[config.mk]
export PLATFORM = sky130hd
export DESIGN_NAME = sas_sequencer
export DESIGN_NICKNAME = d
export VERILOG_FILES = /design/src/rtl/sas_edge_detect.v /design/src/rtl/sas_pin_alloc.v /design/src/rtl/sas_sequencer.v
export VERILOG_INCLUDE_DIRS = /design/src /design/src/rtl
export SDC_FILE = /design/constraint.sdc
export NUM_CORES = 1
export LEC_CHECK = 0
export BUFFER_PORTS_ARGS = -buffer_cell sky130_fd_sc_hd__buf_2
export CAP_MARGIN = 30
export CORE_MARGIN = 3
export CORE_UTILIZATION = 45
export DETAILED_ROUTE_END_ITERATION = 8
export PLACE_DENSITY = 0.71
export SLEW_MARGIN = 10
export SYNTH_ARGS = -nofsm -noshare
export SYNTH_HDL_FRONTEND = slang
export SYNTH_HIERARCHICAL = 1
export SYNTH_SLANG_ARGS = --single-unit
[constraint.sdc]
create_clock -name clk_sys -period 2.3 [get_ports clk_sys]
set_input_delay 0.115 -clock clk_sys [delete_from_list [all_inputs] [get_ports clk_sys]]
set_output_delay 0.115 -clock clk_sys [all_outputs]
set_load 0.03 [all_outputs]
[src/rtl/sas_regs.vh]
// register offsets, field positions, reset values and timing for the converter
`ifndef SAS_REGS_VH
`define SAS_REGS_VH
`define SAS_ADDR_MODE 16'hff80
`define SAS_ADDR_PIN_COUNT 16'hff84
`define SAS_ADDR_EDGE_MODE 16'hffed
`define SAS_RST_MODE 8'h01
`define SAS_RST_PIN_COUNT 8'h00
`define SAS_RST_EDGE_MODE 8'h00
`define SAS_PIN_COUNT_MASK 8'h0f
`define SAS_EDGE_MODE_MASK 8'h3f
`define SAS_MODE_ENABLE 7
`define SAS_MODE_TRIGGER 6
`define SAS_MODE_TIME_HI 5
`define SAS_MODE_TIME_LO 4
`define SAS_MODE_CH_HI 3
`define SAS_MODE_CH_LO 1
`define SAS_MODE_TIME_AUX 0
`define SAS_MAX_PINS 4'h8
`define SAS_EDGE_FALL 2'h0
`define SAS_EDGE_RISE 2'h1
`define SAS_EDGE_BOTH 2'h3
`define SAS_SAMPLE_SLOTS 2
`endif

[src/rtl/sas_edge_detect.v]
// valid edge detector for one external input
`timescale 1ns/1ps
`default_nettype none
`include "sas_regs.vh"
module sas_edge_detect
(
   // clock and reset
   input wire clk_sys,
   input wire rst_n,
   // pin and edge selection
   input wire pin_in,
   input wire [1:0] edge_sel,
   // detected edge
   output reg edge_pulse_ff
);
   reg prev_ff;
   reg nxt_edge_pulse;
   // previous pin level, reset high so no false rising edge
   always @(posedge clk_sys or negedge rst_n)
   begin
      if (!rst_n)
         prev_ff <= 1'b1;
      else
         prev_ff <= pin_in;
   end
   // edge decode; prohibited code detects nothing
   always @*
   begin
      case (edge_sel)
         `SAS_EDGE_FALL: nxt_edge_pulse = prev_ff & ~pin_in;
         `SAS_EDGE_RISE: nxt_edge_pulse = ~prev_ff & pin_in;
         `SAS_EDGE_BOTH: nxt_edge_pulse = prev_ff ^ pin_in;
         default: nxt_edge_pulse = 1'b0;
      endcase
   end
   always @(posedge clk_sys or negedge rst_n)
   begin
      if (!rst_n)
         edge_pulse_ff <= 1'b0;
      else
         edge_pulse_ff <= nxt_edge_pulse;
   end
endmodule
`default_nettype wire

[src/rtl/sas_pin_alloc.v]
// analog/port allocation and pull-up gating for the eight shared pins
`timescale 1ns/1ps
`default_nettype none
`include "sas_regs.vh"
module sas_pin_alloc
(
   // pin count and pull-up request
   input wire [3:0] pin_count,
   input wire [7:0] pullup_req,
   // per-pin results
   output wire [7:0] analog_sel,
   output wire [7:0] pullup_en
);
   genvar i;
   // lowest n pins analog; codes above eight leave all digital
   generate
      for (i = 0; i < 8; i = i + 1)
      begin : g_pin
         assign analog_sel[i] = (pin_count <= `SAS_MAX_PINS) &&
            (pin_count > i);
         assign pullup_en[i] = pullup_req[i] & ~analog_sel[i];
      end
   endgenerate
endmodule
`default_nettype wire

[src/rtl/sas_sequencer.v]
// successive-approximation converter control with its registers
// ---------------------------------------------------------------
// Functional notes
// - pin count n makes lowest n pins analog; codes above 8 prohibited
// - pin count register clears to zero on reset
// - analog-allocated pins never get an internal pull-up
// - three 2-bit edge fields: fall, rise, prohibited, both
// - edge mode register clears to zero on reset
// - start sets top bit at half tap, keeps it if input above
// - each later bit set, kept if input at or above its tap
// - after bit 0, copy approximation to result and raise done
// - result is int(input/reference x 256 + 0.5)
// - result register undefined after reset
// - conversions run until enable clears; mode write restarts
// - trigger and enable set: wait for valid trigger edge
// - hardware mode returns to waiting after each conversion
// - hardware mode rewrite with enable aborts and awaits edge
// - mode write with enable clear halts at once, no result
// - software mode starts directly and repeats back to back
// - software mode rewrite with enable restarts on new channel
// - mode register resets to 01, fields enable/trigger/time/channel
// - time code sets conversion length of 40 to 200 cycles
// - done flag is a one-cycle pulse; a mode write suppresses it
// ---------------------------------------------------------------
`timescale 1ns/1ps
`default_nettype none
`include "sas_regs.vh"
module sas_sequencer
(
   // clock and reset
   input wire clk_sys,
   input wire rst_n,
   // register access
   input wire [15:0] reg_addr,
   input wire [7:0] reg_wdata,
   input wire reg_wr,
   input wire reg_rd,
   output reg [7:0] reg_rdata_ff,
   // oscillation mode select bit
   input wire clk_mode_sel,
   // external edge inputs
   input wire ext_trigger_input,
   input wire ext_irq_in_b,
   input wire ext_irq_in_c,
   // port pull-up option per pin
   input wire [7:0] port1_pullup_option,
   // analog macro: comparator says input at or above tap
   input wire cmp_above,
   output reg [7:0] tap_code_ff,
   output reg sample_ff,
   output reg [2:0] channel_ff,
   // pins
   output reg [7:0] analog_sel_ff,
   output reg [7:0] pullup_en_ff,
   // events
   output reg conversion_done_irq_ff,
   output reg [2:0] ext_edge_ff,
   output reg [7:0] conversion_result_ff
);
   localparam ST_IDLE = 2'h0;
   localparam ST_WAIT = 2'h1;
   localparam ST_SAMPLE = 2'h2;
   localparam ST_BIT = 2'h3;
   reg rst_m_ff;
   reg rst_s_ff;
   wire rst_int_n;
   reg [7:0] converter_mode_reg_ff;
   reg [7:0] analog_pin_count_ff;
   reg [7:0] external_edge_mode_ff;
   reg [1:0] state_ff;
   reg [1:0] nxt_state;
   reg [7:0] approx_register_ff;
   reg [7:0] nxt_approx;
   reg [2:0] bit_idx_ff;
   reg [2:0] nxt_bit_idx;
   reg [5:0] slot_cnt_ff; // six bits: two 20-cycle sampling slots reach 39
   reg [5:0] nxt_slot_cnt;
   reg done_pulse;
   wire mode_wr;
   wire [2:0] edge_pulse;
   wire [7:0] analog_sel;
   wire [7:0] pullup_en;
   wire [4:0] slot_len;
   wire enable_bit;
   wire trig_bit;
   // ------------------------------------------------------------
   // reset release
   // ------------------------------------------------------------
   always @(posedge clk_sys or negedge rst_n)
   begin
      if (!rst_n)
      begin
         rst_m_ff <= 1'b0;
         rst_s_ff <= 1'b0;
      end
      else
      begin
         rst_m_ff <= 1'b1;
         rst_s_ff <= rst_m_ff;
      end
   end
   assign rst_int_n = rst_s_ff;
   // ------------------------------------------------------------
   // conversion-time decode
   // ------------------------------------------------------------
   // cycles per slot; ten slots (two sampling, eight bits) per
   // conversion, so 40..200 cycles split evenly; prohibited codes
   // fall back to the longest to stay safe
   function [4:0] slot_cycles;
      input [2:0] code;
      input mcs;
      begin
         case (code)
            3'b001: slot_cycles = mcs ? 5'd8 : 5'd16;
            3'b011: slot_cycles = mcs ? 5'd4 : 5'd8;
            3'b100: slot_cycles = mcs ? 5'd5 : 5'd10;
            3'b101: slot_cycles = mcs ? 5'd10 : 5'd20;
            default: slot_cycles = 5'd20;
         endcase
      end
   endfunction
   assign enable_bit = converter_mode_reg_ff[`SAS_MODE_ENABLE];
   assign trig_bit = converter_mode_reg_ff[`SAS_MODE_TRIGGER];
   assign slot_len = slot_cycles({converter_mode_reg_ff[`SAS_MODE_TIME_HI],
      converter_mode_reg_ff[`SAS_MODE_TIME_LO],
      converter_mode_reg_ff[`SAS_MODE_TIME_AUX]}, clk_mode_sel);
   assign mode_wr = reg_wr && (reg_addr == `SAS_ADDR_MODE);
   // ------------------------------------------------------------
   // submodules
   // ------------------------------------------------------------
   genvar g;
   generate
      for (g = 0; g < 3; g = g + 1)
      begin : g_edge
         sas_edge_detect u_edge
         (
            .clk_sys(clk_sys),
            .rst_n(rst_int_n),
            .pin_in(g == 0 ? ext_trigger_input :
               (g == 1 ? ext_irq_in_b : ext_irq_in_c)),
            .edge_sel(external_edge_mode_ff[2*g+1:2*g]),
            .edge_pulse_ff(edge_pulse[g])
         );
      end
   endgenerate
   sas_pin_alloc u_pins
   (
      .pin_count(analog_pin_count_ff[3:0]),
      .pullup_req(port1_pullup_option),
      .analog_sel(analog_sel),
      .pullup_en(pullup_en)
   );
   // ------------------------------------------------------------
   // register writes
   // ------------------------------------------------------------
   always @(posedge clk_sys or negedge rst_int_n)
   begin
      if (!rst_int_n)
      begin
         converter_mode_reg_ff <= `SAS_RST_MODE;
         analog_pin_count_ff <= `SAS_RST_PIN_COUNT;
         external_edge_mode_ff <= `SAS_RST_EDGE_MODE;
      end
      else if (reg_wr)
      begin
         if (reg_addr == `SAS_ADDR_MODE)
            converter_mode_reg_ff <= reg_wdata;
         if (reg_addr == `SAS_ADDR_PIN_COUNT)
            analog_pin_count_ff <= reg_wdata & `SAS_PIN_COUNT_MASK;
         if (reg_addr == `SAS_ADDR_EDGE_MODE)
            external_edge_mode_ff <= reg_wdata & `SAS_EDGE_MODE_MASK;
      end
   end
   // read mux; unmapped addresses read zero
   always @(posedge clk_sys or negedge rst_int_n)
   begin
      if (!rst_int_n)
         reg_rdata_ff <= 8'h00;
      else if (reg_rd)
      begin
         case (reg_addr)
            `SAS_ADDR_MODE: reg_rdata_ff <= converter_mode_reg_ff;
            `SAS_ADDR_PIN_COUNT: reg_rdata_ff <= analog_pin_count_ff;
            `SAS_ADDR_EDGE_MODE: reg_rdata_ff <= external_edge_mode_ff;
            default: reg_rdata_ff <= 8'h00;
         endcase
      end
   end
   // ------------------------------------------------------------
   // sequencer
   // ------------------------------------------------------------
   // a mode write always reinitialises; the new enable and trigger
   // bits decide where the sequence goes next
   always @*
   begin
      nxt_state = state_ff;
      nxt_approx = approx_register_ff;
      nxt_bit_idx = bit_idx_ff;
      nxt_slot_cnt = slot_cnt_ff;
      done_pulse = 1'b0;
      if (mode_wr)
      begin
         nxt_slot_cnt = 6'd0;
         nxt_bit_idx = 3'd7;
         nxt_approx = 8'h00;
         if (!reg_wdata[`SAS_MODE_ENABLE])
            nxt_state = ST_IDLE;
         else if (reg_wdata[`SAS_MODE_TRIGGER])
            nxt_state = ST_WAIT;
         else
            nxt_state = ST_SAMPLE;
      end
      else
      begin
         case (state_ff)
            ST_IDLE:
            begin
               nxt_slot_cnt = 6'd0;
            end
            ST_WAIT:
            begin
               nxt_slot_cnt = 6'd0;
               if (edge_pulse[0])
                  nxt_state = ST_SAMPLE;
            end
            ST_SAMPLE:
            begin
               // sampling lasts two bit slots
               if (slot_cnt_ff == {slot_len, 1'b0} - 6'd1)
               begin
                  nxt_slot_cnt = 6'd0;
                  nxt_bit_idx = 3'd7;
                  nxt_approx = 8'h80;
                  nxt_state = ST_BIT;
               end
               else
                  nxt_slot_cnt = slot_cnt_ff + 6'd1;
            end
            ST_BIT:
            begin
               if (slot_cnt_ff == {1'b0, slot_len} - 6'd1)
               begin
                  nxt_slot_cnt = 6'd0;
                  // keep trial bit when input at or above tap
                  nxt_approx[bit_idx_ff] = cmp_above;
                  if (bit_idx_ff == 3'd0)
                  begin
                     done_pulse = 1'b1;
                     nxt_bit_idx = 3'd7;
                     nxt_state = trig_bit ? ST_WAIT : ST_SAMPLE;
                  end
                  else
                  begin
                     nxt_bit_idx = bit_idx_ff - 3'd1;
                     nxt_approx[bit_idx_ff - 3'd1] = 1'b1;
                  end
               end
               else
                  nxt_slot_cnt = slot_cnt_ff + 6'd1;
            end
            default:
            begin
               nxt_state = ST_IDLE;
            end
         endcase
      end
   end
   always @(posedge clk_sys or negedge rst_int_n)
   begin
      if (!rst_int_n)
      begin
         state_ff <= ST_IDLE;
         approx_register_ff <= 8'h00;
         bit_idx_ff <= 3'd7;
         slot_cnt_ff <= 6'd0;
      end
      else
      begin
         state_ff <= nxt_state;
         approx_register_ff <= nxt_approx;
         bit_idx_ff <= nxt_bit_idx;
         slot_cnt_ff <= nxt_slot_cnt;
      end
   end
   // result register has no reset: its content is undefined at start
   always @(posedge clk_sys)
   begin
      if (done_pulse)
         conversion_result_ff <= nxt_approx;
   end
   // ------------------------------------------------------------
   // outputs to analog macro, pins and interrupt logic
   // ------------------------------------------------------------
   // done flag follows done_pulse, a one-cycle pulse that a mode write in the same cycle suppresses
   always @(posedge clk_sys or negedge rst_int_n)
   begin
      if (!rst_int_n)
      begin
         conversion_done_irq_ff <= 1'b0;
         ext_edge_ff <= 3'h0;
         tap_code_ff <= 8'h00;
         sample_ff <= 1'b0;
         channel_ff <= 3'h0;
         analog_sel_ff <= 8'h00;
         pullup_en_ff <= 8'h00;
      end
      else
      begin
         conversion_done_irq_ff <= done_pulse;
         ext_edge_ff <= edge_pulse;
         tap_code_ff <= nxt_approx;
         sample_ff <= (nxt_state == ST_SAMPLE);
         channel_ff <= converter_mode_reg_ff[`SAS_MODE_CH_HI:`SAS_MODE_CH_LO];
         analog_sel_ff <= analog_sel;
         pullup_en_ff <= pullup_en;
      end
   end
endmodule
`default_nettype wire

==> results of run 1 <==
[cells by family (layout without fill, tap and decap cells)]
logic type	after synthesis	in the layout	share of synthesized area [%]
multiplexers	24	24	6.371
AND/OR/NAND/NOR	138	138	17.66
flip-flops	85	85	52.76
AO/OA/AOI/OAI	78	78	13.08
other	1	1	0.09093
adder cells (fa/ha/maj)	10	10	3.034
XOR/XNOR	14	14	2.973
buffers and inverters	36	171	4.035
[per-stage QoR]
stage | std cells | power (uW)
floorplan | 386 | 2189
global placement | 594 | 2403
detailed placement | 594 | 2421
CTS | 628 | 3500
global route | 629 | 3692
finish | 629 | 3501
[area by class of cell]
| class | count | area, sq um | share of cell area [%] |
|---|---|---|---|
| clock buffers | 10 | 127.6 | 2.362 |
| flip-flops and latches | 85 | 2177 | 40.29 |
| well taps | 108 | 135.1 | 2.501 |
| inverters | 15 | 56.30 | 1.042 |
| repair buffers | 140 | 892.1 | 16.51 |
| clock inverters | 6 | 65.06 | 1.204 |
| multi-input cells | 265 | 1951 | 36.10 |
[sequential cells by signal (all words and copies together) (netlist names)]
name / flops
state_ff: 2
rst_m_ff: 1
bit_idx_ff: 3
analog_pin_count_ff: 4
slot_cnt_ff: 6
rst_int_n: 1
pullup_en_ff: 8
external_edge_mode_ff: 6
sample_ff: 1
conversion_done_irq_ff: 1
ext_edge_ff: 3
g_edge.u_edge/edge_pulse_ff: 3
channel_ff: 3
tap_code_ff: 8
conversion_result_ff: 8
converter_mode_reg_ff: 8
reg_rdata_ff: 8
g_edge.u_edge/prev_ff: 3
analog_sel_ff: 8
[synthesized netlist by cell type (all sizes together), types with 10 or more instances]
cell type  count
nand3         10
nor2          27
a21oi         24
ha            10
dfrtp         70
mux2          18
buf           10
inv           15
nand2         49
clkbuf        11
[worst reg2reg max path: stages (launching register included)]
cell,delay [ns]
dfstp_2,0.58
xnor2_2,0.13
nand2_1,0.09
ha_2,0.19
or3_4,0.34
a32oi_2,0.21
o2111ai_2,0.19
buf_4,0.18
or3_4,0.32
a221o_1,0.36
a211oi_2,0.15
[where the power goes]
part / leakage, uW / total, uW / switching [uW] / internal, uW
Combinational: 0.00144 / 769 / 433 / 335
Clock: 0.0000981 / 1020 / 596 / 427
Sequential: 0.00105 / 1710 / 98.9 / 1610
[placed cells by master, fill, tap and decap left out, types with 9 or more instances in the layout]
| master | n |
|---|---|
| nor2_1 | 27 |
| nand3_1 | 9 |
| mux2_2 | 16 |
| ha_1 | 9 |
| nand2_1 | 49 |
| buf_2 | 88 |
| clkbuf_8 | 9 |
| inv_1 | 15 |
| a21oi_1 | 19 |
| dfrtp_1 | 69 |
| dlygate4sd3_1 | 18 |
| buf_4 | 32 |
[metal layers]
metal  vias to the layer above  GRT usage, %  wire, um
li1                       1630             -         -
met1                      1541         26.76      4240
met2                        94         31.44      4660
met3                        13         3.237       430
met4                         0         7.873       160
met5                         -             0         0
[timing repair]
| action | CTS | global route |
|---|---|---|
| resized for setup | 6 | 10 |
| setup buffers | 2 | 3 |
| endpoints found under the setup margin | 37 | 37 |
| hold buffers | 18 | 0 |
| endpoints found under the hold margin | 22 | 0 |
| pin swaps | 8 | 8 |
[path summary, 6_finish.rpt]
check,end,depth (start not counted)
max,sample_ff$_DFF_PN0_,10
min,converter_mode_reg_ff[7]$_DFFE_PN0P_,3
max reg2reg,sample_ff$_DFF_PN0_,10
min reg2reg,pullup_en_ff[1]$_DFF_PN0_,0
max in group asynchronous,converter_mode_reg_ff[0]$_DFFE_PN1P_,1
min in group asynchronous,rst_int_n$_DFF_PN0_,2
==> out/qor.csv, run 1 <==
stage,metric,value,unit
outcome,violated checks,setup timing,
layout,post-layout util,61.37,%
yosys,top-area cell type share of the netlist area,42.48,%
run,Max Cap Viol,0,
critical_path,CP max-delay cell,dfstp_2,
timing,Worst Slack Setup Final,-0.5177,ns
layout,fin nets,567,
timing,Final Hold Vio Count,0,
yosys,Post-synth EDFFs,8,
yosys,syn_nets,437,
layout,cell area after layout,5404,sq um
cts,worst-skew pair later-pin latency,0.36,ns
critical_path,worst endpoint required time,2.58,ns
route,DRC violation count after routing,0,
die,Initial Utilization,46.83,%
timing,Final Critical Period,2.818,ns
route,DRT Pass-1 Iters,4,
yosys,register area share after synthesis,52.76,%
timing,crit share post-route,122.5,%
route,final wirelength,9491,um
cts,"CTS clk-pin slew, worst paths",0.09,ns
cts,clock root cell,clkbuf_8,
route,1st-iter DRT viols,168,
min_path,worst hold start,reg_wdata[7],
cts,cts bufs inserted,9,
timing,endpoints failing setup,37,
global_route,total congestion overflow,0,
placed_design,GP Congestion,0.8111,
timing,Setup Skew,0.007710,ns
placed_design,Placed Area,4938,sq um
critical_path,CP max stage delay,0.58,ns
outcome,status,"complete, but fails checks",
timing,Hold Worst Slack,0.008695,ns
global_route,largest net degree at the start of global routing,48,
placed_design,I/O Buffers,88,
timing,slew margin rel.,56.38,%
die,Std-Cell Rows,34,
power,power per cell area,647.9,nW/um^2
global_route,vias in the first global route,3343,
die,core area,8806,sq um
timing,setup TNS,-13.20,ns
yosys,syn_area_per_cell,10.68,sq um
global_route,first-pass GRT wire length,16030,um
yosys,Main synth FF type,dfrtp_1,
timing,achievable frequency,354.9,MHz
cts,H-tree depth,3,
placed_design,dpl ws,-0.5122,ns
critical_path,CP bufs+invs,1,
critical_path,Critical Path Start,converter_mode_reg_ff[0]$_DFFE_PN1P_,
global_route,initial antenna violation count,0,
power,peak supply drop,444.8,uV
critical_path,CP max FO,4,
yosys,"flops & latches, synth",85,
yosys,Post-synth ARST share,90.59,%
die,die width,101.7,um
power,leak pwr,0.002583,uW
cts,Max Root-Sink Buffers,2,
critical_path,worst r2r src,converter_mode_reg_ff[0]$_DFFE_PN1P_,
die,top-level I/O count,89,
die,Die Area,10350,sq um
critical_path,startpoint type of the worst setup path,flip-flop,
critical_path,crit-path cells,xnor2_2 > nand2_1 > ha_2 > or3_4 > a32oi_2 > o2111ai_2 > buf_4 > or3_4 > a221o_1 > a211oi_2,
yosys,Synth area leaders,"dfrtp_1 (42%), edfxtp_1 (5.8%), dfstp_2 (4.5%)",
die,Die Span Y,101.7,um
layout,fillers,727,
route,via count,3278,
placed_design,Post-DP HPWL,6930,um
critical_path,reg2reg setup slack,-0.52,ns
layout,layout cells sized above 1,38.20,%
layout,antenna cells,0,
global_route,overall routing resource usage,19.64,%
yosys,YS warnings,6,
route,Routed WL per cell,15.09,um
min_path,worst hold path type,in2reg,
timing,Final Max Slew Viols,0,
critical_path,kind of critical path,reg2reg,
cts,Sink Count,85,
critical_path,most frequent CP cell,or3_4,
cts,CTS tree,done,
yosys,Cells after Synth,386,
timing,RSZ-0062 raised after global routing,true,
yosys,Yosys cell types,61,
critical_path,Crit. End Element,flip-flop,
critical_path,crit path DAT,3.10,ns
layout,Layout area overhead,31.04,%
yosys,"area leader, netlist",dfrtp_1,
yosys,Synth Cell Area,4124,sq um
timing,Tightest Pin Transition,0.6544,ns
critical_path,critical path's top delay family,compound AO/OA/AOI/OAI gates,
route,Via density,5.211,
route,post-route ant nets,0,
Note: power is estimated with default switching activity, not from simulation.
==> inputs of run 2 (changes only) <==
- CORE_UTILIZATION: 45 -> 49
- PLACE_DENSITY: 0.71 -> 0.76
==> run 2 against run 1 <==
The run still ends with setup timing left. Worst setup slack better by 0.080 ns. Clock-buffer cell count is 1 lower. Critical path depth is 1 higher. First-iteration DRC count is 11% lower. Final cell count is 0.79% higher. Combinational power is 5.6% higher. Final area is 1.7% higher. Wire length is 12% higher. Largest power group unchanged. Highest routed layer unchanged.
==> out/qor.csv, run 2 (synthesized netlist as in run 1, its figures left out) <==
stage,metric,value,unit,change
outcome,status,"complete, but fails checks",,
outcome,violated checks,setup timing,,
placed_design,Post-DP HPWL,7107,um,+2.6%
layout,fin nets,578,,+1.9%
route,post-route ant nets,0,,unchanged
power,power per cell area,653.9,nW/um^2,+0.93%
timing,setup TNS,-11.57,ns,+1.633 ns
layout,Register Area,2177,sq um,unchanged
layout,most frequent cells in the layout,"buf_2 (88), dfrtp_1 (69), nand2_1 (49), buf_4 (39), nor2_1 (27)",,
placed_design,GP Congestion,0.8379,,+3.3%
timing,Final Max Slew Viols,0,,unchanged
layout,antenna cells,0,,unchanged
layout,Layout area overhead,33.25,%,
cts,Sink Count,85,,unchanged
critical_path,CP max stage delay,0.57,ns,about the same
global_route,initial antenna violation count,0,,unchanged
timing,achievable frequency,365.2,MHz,+2.9%
layout,Multi-input gate area,1959,sq um,+0.45%
global_route,largest net degree at the start of global routing,76,,+58%
critical_path,reg2reg setup slack,-0.44,ns,+0.08 ns
route,final wirelength,10580,um,+12%
cts,cts bufs inserted,9,,unchanged
layout,layout cells sized above 1,39.10,%,+0.90 points
cts,Max Root-Sink Buffers,2,,unchanged
die,top-level I/O count,89,,unchanged
timing,endpoints failing setup,36,,-2.7%
route,1st-iter DRT viols,149,,-11%
critical_path,CP max FO,3,,-1
global_route,vias in the first global route,3621,,+8.3%
route,DRT Pass-1 Iters,5,,+1
power,leak pwr,0.002626,uW,+1.7%
layout,"commonest non-fill, non-tap cell in the layout",buf_2,,
power,peak supply drop,378.7,uV,-15%
placed_design,dpl ws,-0.4761,ns,+0.03614 ns
timing,Worst Slack Setup Final,-0.4382,ns,+0.07954 ns
timing,Setup Skew,0.008458,ns,+0.0007476 ns
die,Die Area,9553,sq um,-7.7%
critical_path,crit path DAT,3.02,ns,-0.08 ns
critical_path,crit-path cells,xnor2_2 > nand2_1 > ha_2 > or3_4 > buf_4 > a221o_1 > nand4_1 > o31ai_4 > buf_4 > a221o_1 > a211oi_2,,
global_route,first-pass GRT wire length,17190,um,+7.2%
min_path,worst hold path type,in2async,,
layout,fillers,600,,-17%
critical_path,CP max-delay cell,dfstp_2,,
global_route,total congestion overflow,0,,unchanged
critical_path,Crit. End Element,flip-flop,,
timing,crit share post-route,119.1,%,-3.5 points
run,Max Cap Viol,0,,unchanged
timing,RSZ-0062 raised after global routing,true,,
timing,Final Hold Vio Count,0,,unchanged
critical_path,startpoint type of the worst setup path,flip-flop,,
cts,CTS tree,done,,
global_route,overall routing resource usage,22.22,%,+2.6 points
cts,H-tree depth,3,,unchanged
die,die width,97.74,um,-3.9%
critical_path,kind of critical path,reg2reg,,
timing,Final Critical Period,2.738,ns,-0.07953 ns
route,Routed WL per cell,16.69,um,+11%
placed_design,I/O Buffers,88,,unchanged
route,DRC violation count after routing,0,,unchanged
route,via count,3491,,+6.5%
die,Die Span Y,97.74,um,-3.9%
die,core area,7928,sq um,-10%
route,Via density,5.506,,+5.7%
cts,worst-skew pair later-pin latency,0.36,ns,about the same
die,Std-Cell Rows,32,,-5.9%
cts,clock root cell,clkbuf_8,,
cts,"CTS clk-pin slew, worst paths",0.09,ns,about the same
die,Initial Utilization,52.02,%,+5.2 points
critical_path,worst endpoint required time,2.58,ns,about the same
run 2: changes by cell type in the layout (fill, tap and decap cells not counted), moves of 2 or more:
cell      before  now
inv_8          2    0
nor3b_2        0    2
or3_1          1    3
nor3b_4        2    0
buf_4         32   39
buf_6          1    3
clkinv_2       0    2
or3_4          3    1
run 2: metrics by stage:
stage	hold slack (ns)	utilization [%]	cell area, sq um	std cells	total power [uW]
global route	0.07641	69.32	5495	634	3749
detailed placement	-0.09668	62.58	4961	592	2433
global placement	-0.1002	62.58	4961	592	2418
CTS	0.04421	68.36	5419	629	3569
floorplan	-0.1806	-	4220	386	2189
finish	0.06944	69.32	5495	634	3593
run 2: final timing paths:
check | start | to | cells past startpoint
max | converter_mode_reg_ff[0]$_DFFE_PN1P_ | sample_ff$_DFF_PN0_ | 11
max in group asynchronous | rst_int_n$_DFF_PN0_ | g_edge[1].u_edge/prev_ff$_DFF_PN1_ | 1
max reg2reg | converter_mode_reg_ff[0]$_DFFE_PN1P_ | sample_ff$_DFF_PN0_ | 11
min reg2reg | rst_int_n$_DFF_PN0_ | ext_edge_ff[2]$_DFF_PN0_ | 1
min in group clk_sys | reg_wdata[6] | converter_mode_reg_ff[6]$_DFFE_PN0P_ | 3
min | rst_n | rst_m_ff$_DFF_PN0_ | 2
run 2: final cells by class:
| class | instances | share of cell area (%) |
|---|---|---|
| Multi-Input combinational cell | 266 | 35.66 |
| Clock inverter | 7 | 1.343 |
| Clock buffer | 9 | 2.254 |
| Sequential cell | 85 | 39.62 |
| Timing Repair Buffer | 150 | 17.78 |
| Tap cell | 102 | 2.322 |
| Inverter | 15 | 1.025 |
run 2: critical path: cells and delay by family (launching register included):
kind                     cells  cell delay (ns)
AO/OA/AOI/OAI                4             0.90
XOR/XNOR                     1             0.12
adder cells (fa/ha/maj)      1             0.19
buffers and inverters        2             0.29
flip-flops                   1             0.57
AND/OR/NAND/NOR              3             0.59
run 2: report_power, final:
group | total, uW | switching, uW | leakage [uW] | internal [uW]
combinational | 812 | 461 | 0.00148 | 351
sequential | 1710 | 95.1 | 0.00105 | 1610
clock | 1080 | 568 | 0.000100 | 507
total | 3590 | 1120 | 0.00263 | 2470
run 2: repair_timing:
| item | CTS | global route |
|---|---|---|
| resized for setup | 10 | 7 |
| gates cloned | 0 | 1 |
| setup buffers | 4 | 4 |
| pin swaps | 5 | 8 |
| hold buffers | 19 | 0 |
| endpoints found under the setup margin | 37 | 37 |
| hold endpoints to repair | 20 | 0 |
run 2: metal layers:
layer  wire length (um)  global-route usage (%)  up-vias  share of wire (%)
met5                  0                       0        -                  0
met4                190                   9.904        0                1.8
met3                458                   4.214       18                4.3
met2               5494                   37.53      100                 52
met1               4441                   27.84     1717                 42
li1                   -                       -     1656                  -
==> inputs of run 3 (changes only) <==
- CORE_UTILIZATION: 49 -> 55
- PLACE_DENSITY: 0.76 -> 0.81
- REMOVE_ABC_BUFFERS: not set -> 1
- clock period: 2.3 -> 3.5 ns (I/O delays scaled with it)
==> run 3 against run 2 <==
The flow now finishes without violations. Final cell count down 9.3%. Combinational power decreased by 54%. Die area fell by 10%. Sequential power decreased by 33%. Register-to-register slack better by 0.70 ns. Wire length down 17%. Critical endpoint is now conversion_result_ff[7]$_DFFE_PP_. First-iteration DRC count grew 23%. Largest power group unchanged. Maximum frequency shrank 16%. Core utilization is 0.32 points lower. Sequential share of layout area increased by 5.3 points. Clock power is 41% lower.
==> out/qor.csv, run 3 (synthesized netlist as in run 1, its figures left out) <==
stage,metric,value,unit,change
outcome,status,"finished, final reports clean",,
placed_design,dpl ws,0.2631,ns,+0.7392 ns
layout,fillers,563,,-6.2%
cts,setup bufs post-CTS,0,,-4
critical_path,worst r2r src,converter_mode_reg_ff[4]$_DFFE_PN0P_,,
cts,cts bufs inserted,9,,unchanged
global_route,total congestion overflow,0,,unchanged
timing,Tightest Pin Transition,0.7257,ns,
critical_path,worst endpoint required time,3.61,ns,+1.03 ns
timing,Final Max Slew Viols,0,,unchanged
timing,RSZ-0062 raised after global routing,false,,
power,power per cell area,445.6,nW/um^2,-32%
layout,antenna cells,0,,unchanged
critical_path,crit path DAT,3.35,ns,+0.33 ns
global_route,vias in the first global route,3113,,-14%
power,Psw,679.0,uW,-40%
global_route,largest net degree at the start of global routing,60,,-21%
timing,Final Critical Period,3.242,ns,+0.5036 ns
cts,Max Root-Sink Buffers,2,,unchanged
timing,Setup Skew,0.009087,ns,+0.0006297 ns
critical_path,startpoint type of the worst setup path,flip-flop,,
die,core area,7019,sq um,-11%
route,Routed WL per cell,15.30,um,-8.4%
timing,Hold Worst Slack,0.03173,ns,-0.03770 ns
timing,Final Hold Vio Count,0,,unchanged
cts,CTS tree,done,,
power,Sw Ratio,31.46,%,+0.18 points
route,DRT Pass-1 Iters,4,,-1
cts,H-tree depth,3,,unchanged
cts,Sink Count,85,,unchanged
power,leak pwr,0.002304,uW,-12%
die,Initial Utilization,58.75,%,+6.7 points
critical_path,Crit Reg-Reg Endpoint,conversion_result_ff[7]$_DFFE_PP_,,
timing,achievable frequency,308.5,MHz,-16%
power,Clk pwr share,29.5,%,-0.4 points
global_route,initial antenna violation count,0,,unchanged
critical_path,CP max-delay cell,dfrtp_1,,
layout,most frequent cells in the layout,"buf_2 (88), dfrtp_1 (69), nand2_1 (49), nor2_1 (27), a21oi_1 (24)",,
power,peak supply drop,263.5,uV,-30%
run,Max Cap Viol,0,,unchanged
layout,Layout area overhead,17.45,%,
critical_path,Crit. End Element,flip-flop,,
layout,layout cells sized above 1,29.85,%,-9.2 points
critical_path,reg2reg setup slack,0.26,ns,+0.70 ns
power,total power,2158,uW,-40%
critical_path,Setup crit end,conversion_result_ff[7]$_DFFE_PP_,,
layout,post-layout util,69.00,%,-0.32 points
power,Int Power,1479,uW,-40%
timing,Worst Slack Setup Final,0.2582,ns,+0.6964 ns
cts,clock root cell,clkbuf_8,,
global_route,first-pass GRT wire length,14970,um,-13%
route,final wirelength,8797,um,-17%
timing,slew margin rel.,51.62,%,
critical_path,crit-path cells,and4bb_1 > inv_1 > ha_1 > or3_1 > a32oi_1 > o2111ai_1 > nor3_2 > buf_4 > mux2_1 > o21a_1,,
placed_design,GP Congestion,0.8965,,+7.0%
global_route,overall routing resource usage,22.16,%,-0.056 points
timing,setup TNS,0,ns,+11.57 ns
die,top-level I/O count,89,,unchanged
die,Std-Cell Rows,30,,-6.3%
die,Die Span Y,92.59,um,-5.3%
cts,worst-skew pair later-pin latency,0.36,ns,about the same
die,die width,92.59,um,-5.3%
timing,endpoints failing setup,0,,-100%
timing,crit share post-route,92.62,%,-26 points
critical_path,Critical Path Start,converter_mode_reg_ff[4]$_DFFE_PN0P_,,
power,Comb pwr share,17.2,%,-5.4 points
route,Via density,5.630,,+2.2%
layout,fin nets,525,,-9.2%
placed_design,Post-DP HPWL,6479,um,-8.8%
critical_path,Stages on worst setup path,10,,-1
route,via count,3237,,-7.3%
die,Die Area,8573,sq um,-10%
layout,"commonest non-fill, non-tap cell in the layout",buf_2,,
cts,"CTS clk-pin slew, worst paths",0.08,ns,about the same
route,post-route ant nets,0,,unchanged
route,1st-iter DRT viols,183,,+23%
placed_design,I/O Buffers,88,,unchanged
route,DRC violation count after routing,0,,unchanged
critical_path,CP max stage delay,0.49,ns,-0.08 ns
critical_path,CP bufs+invs,2,,unchanged
power,Sequential Power Share,53.3,%,+5.8 points
critical_path,CP max FO,12,,+9
critical_path,Register-to-Register Path Depth,10,,-1
critical_path,kind of critical path,reg2reg,,
min_path,worst hold path type,in2reg,,
critical_path,critical path's top delay family,simple AND/OR/NAND/NOR gates,,
==> run 3: layout make-up <==
cell class	count	area, sq um	share of cell area, %
well taps	96	120.1	2.480
inverters	15	56.30	1.162
clock inverters	7	53.80	1.111
repair buffers	98	525.5	10.85
clock buffers	9	123.9	2.557
flip-flops and latches	85	2177	44.95
multi-input cells	265	1787	36.89
==> run 3: how the worst min path moves through the flow <==
stage / from / end / cells after the start
after floorplan: rst_n / rst_int_n$_DFF_PN0_ / 0
after global placement: rst_n / rst_m_ff$_DFF_PN0_ / 1
after detailed placement: rst_n / rst_m_ff$_DFF_PN0_ / 1
after CTS: reg_wdata[4] / converter_mode_reg_ff[4]$_DFFE_PN0P_ / 3
after global routing: port1_pullup_option[2] / pullup_en_ff[2]$_DFF_PN0_ / 2
final: reg_wdata[0] / converter_mode_reg_ff[0]$_DFFE_PN1P_ / 3
==> run 3: worst reg2reg max path, stage by stage, from the launching register on <==
cell	delay, ns
dfrtp_1	0.49
and4bb_1	0.40
inv_1	0.07
ha_1	0.24
or3_1	0.36
a32oi_1	0.17
o2111ai_1	0.21
nor3_2	0.33
buf_4	0.23
mux2_1	0.32
o21a_1	0.19
==> run 3: repair_timing <==
action / CTS / global route
setup endpoints to repair: 0 / 3
endpoints found under the hold margin: 5 / 0
hold buffers: 4 / 0
resized for setup: 0 / 1
==> run 3: per-stage QoR <==
step                      area (sq um)  instances
after floorplan                   4014        365
after global placement            4621        555
after detailed placement          4621        555
after CTS                         4838        575
after global routing              4843        575
final                             4843        575
==> run 3: power by group through the flow <==
stage	Combinational [uW]	Sequential (uW)	Clock, uW
2_1_floorplan	207	1200	0
3_3_place_gp	359	1170	0
3_5_place_dp	365	1170	0
4_1_cts	372	1150	650
5_1_grt	412	1160	698
6_report	370	1150	637
==> run 3: layer usage <==
layer	vias up	wire, um	GRT usage [%]
met3	20	386	3.412
met4	0	252	11.51
met5	-	0	0
met1	1572	3871	29.61
li1	1550	-	-
met2	95	4287	35.05
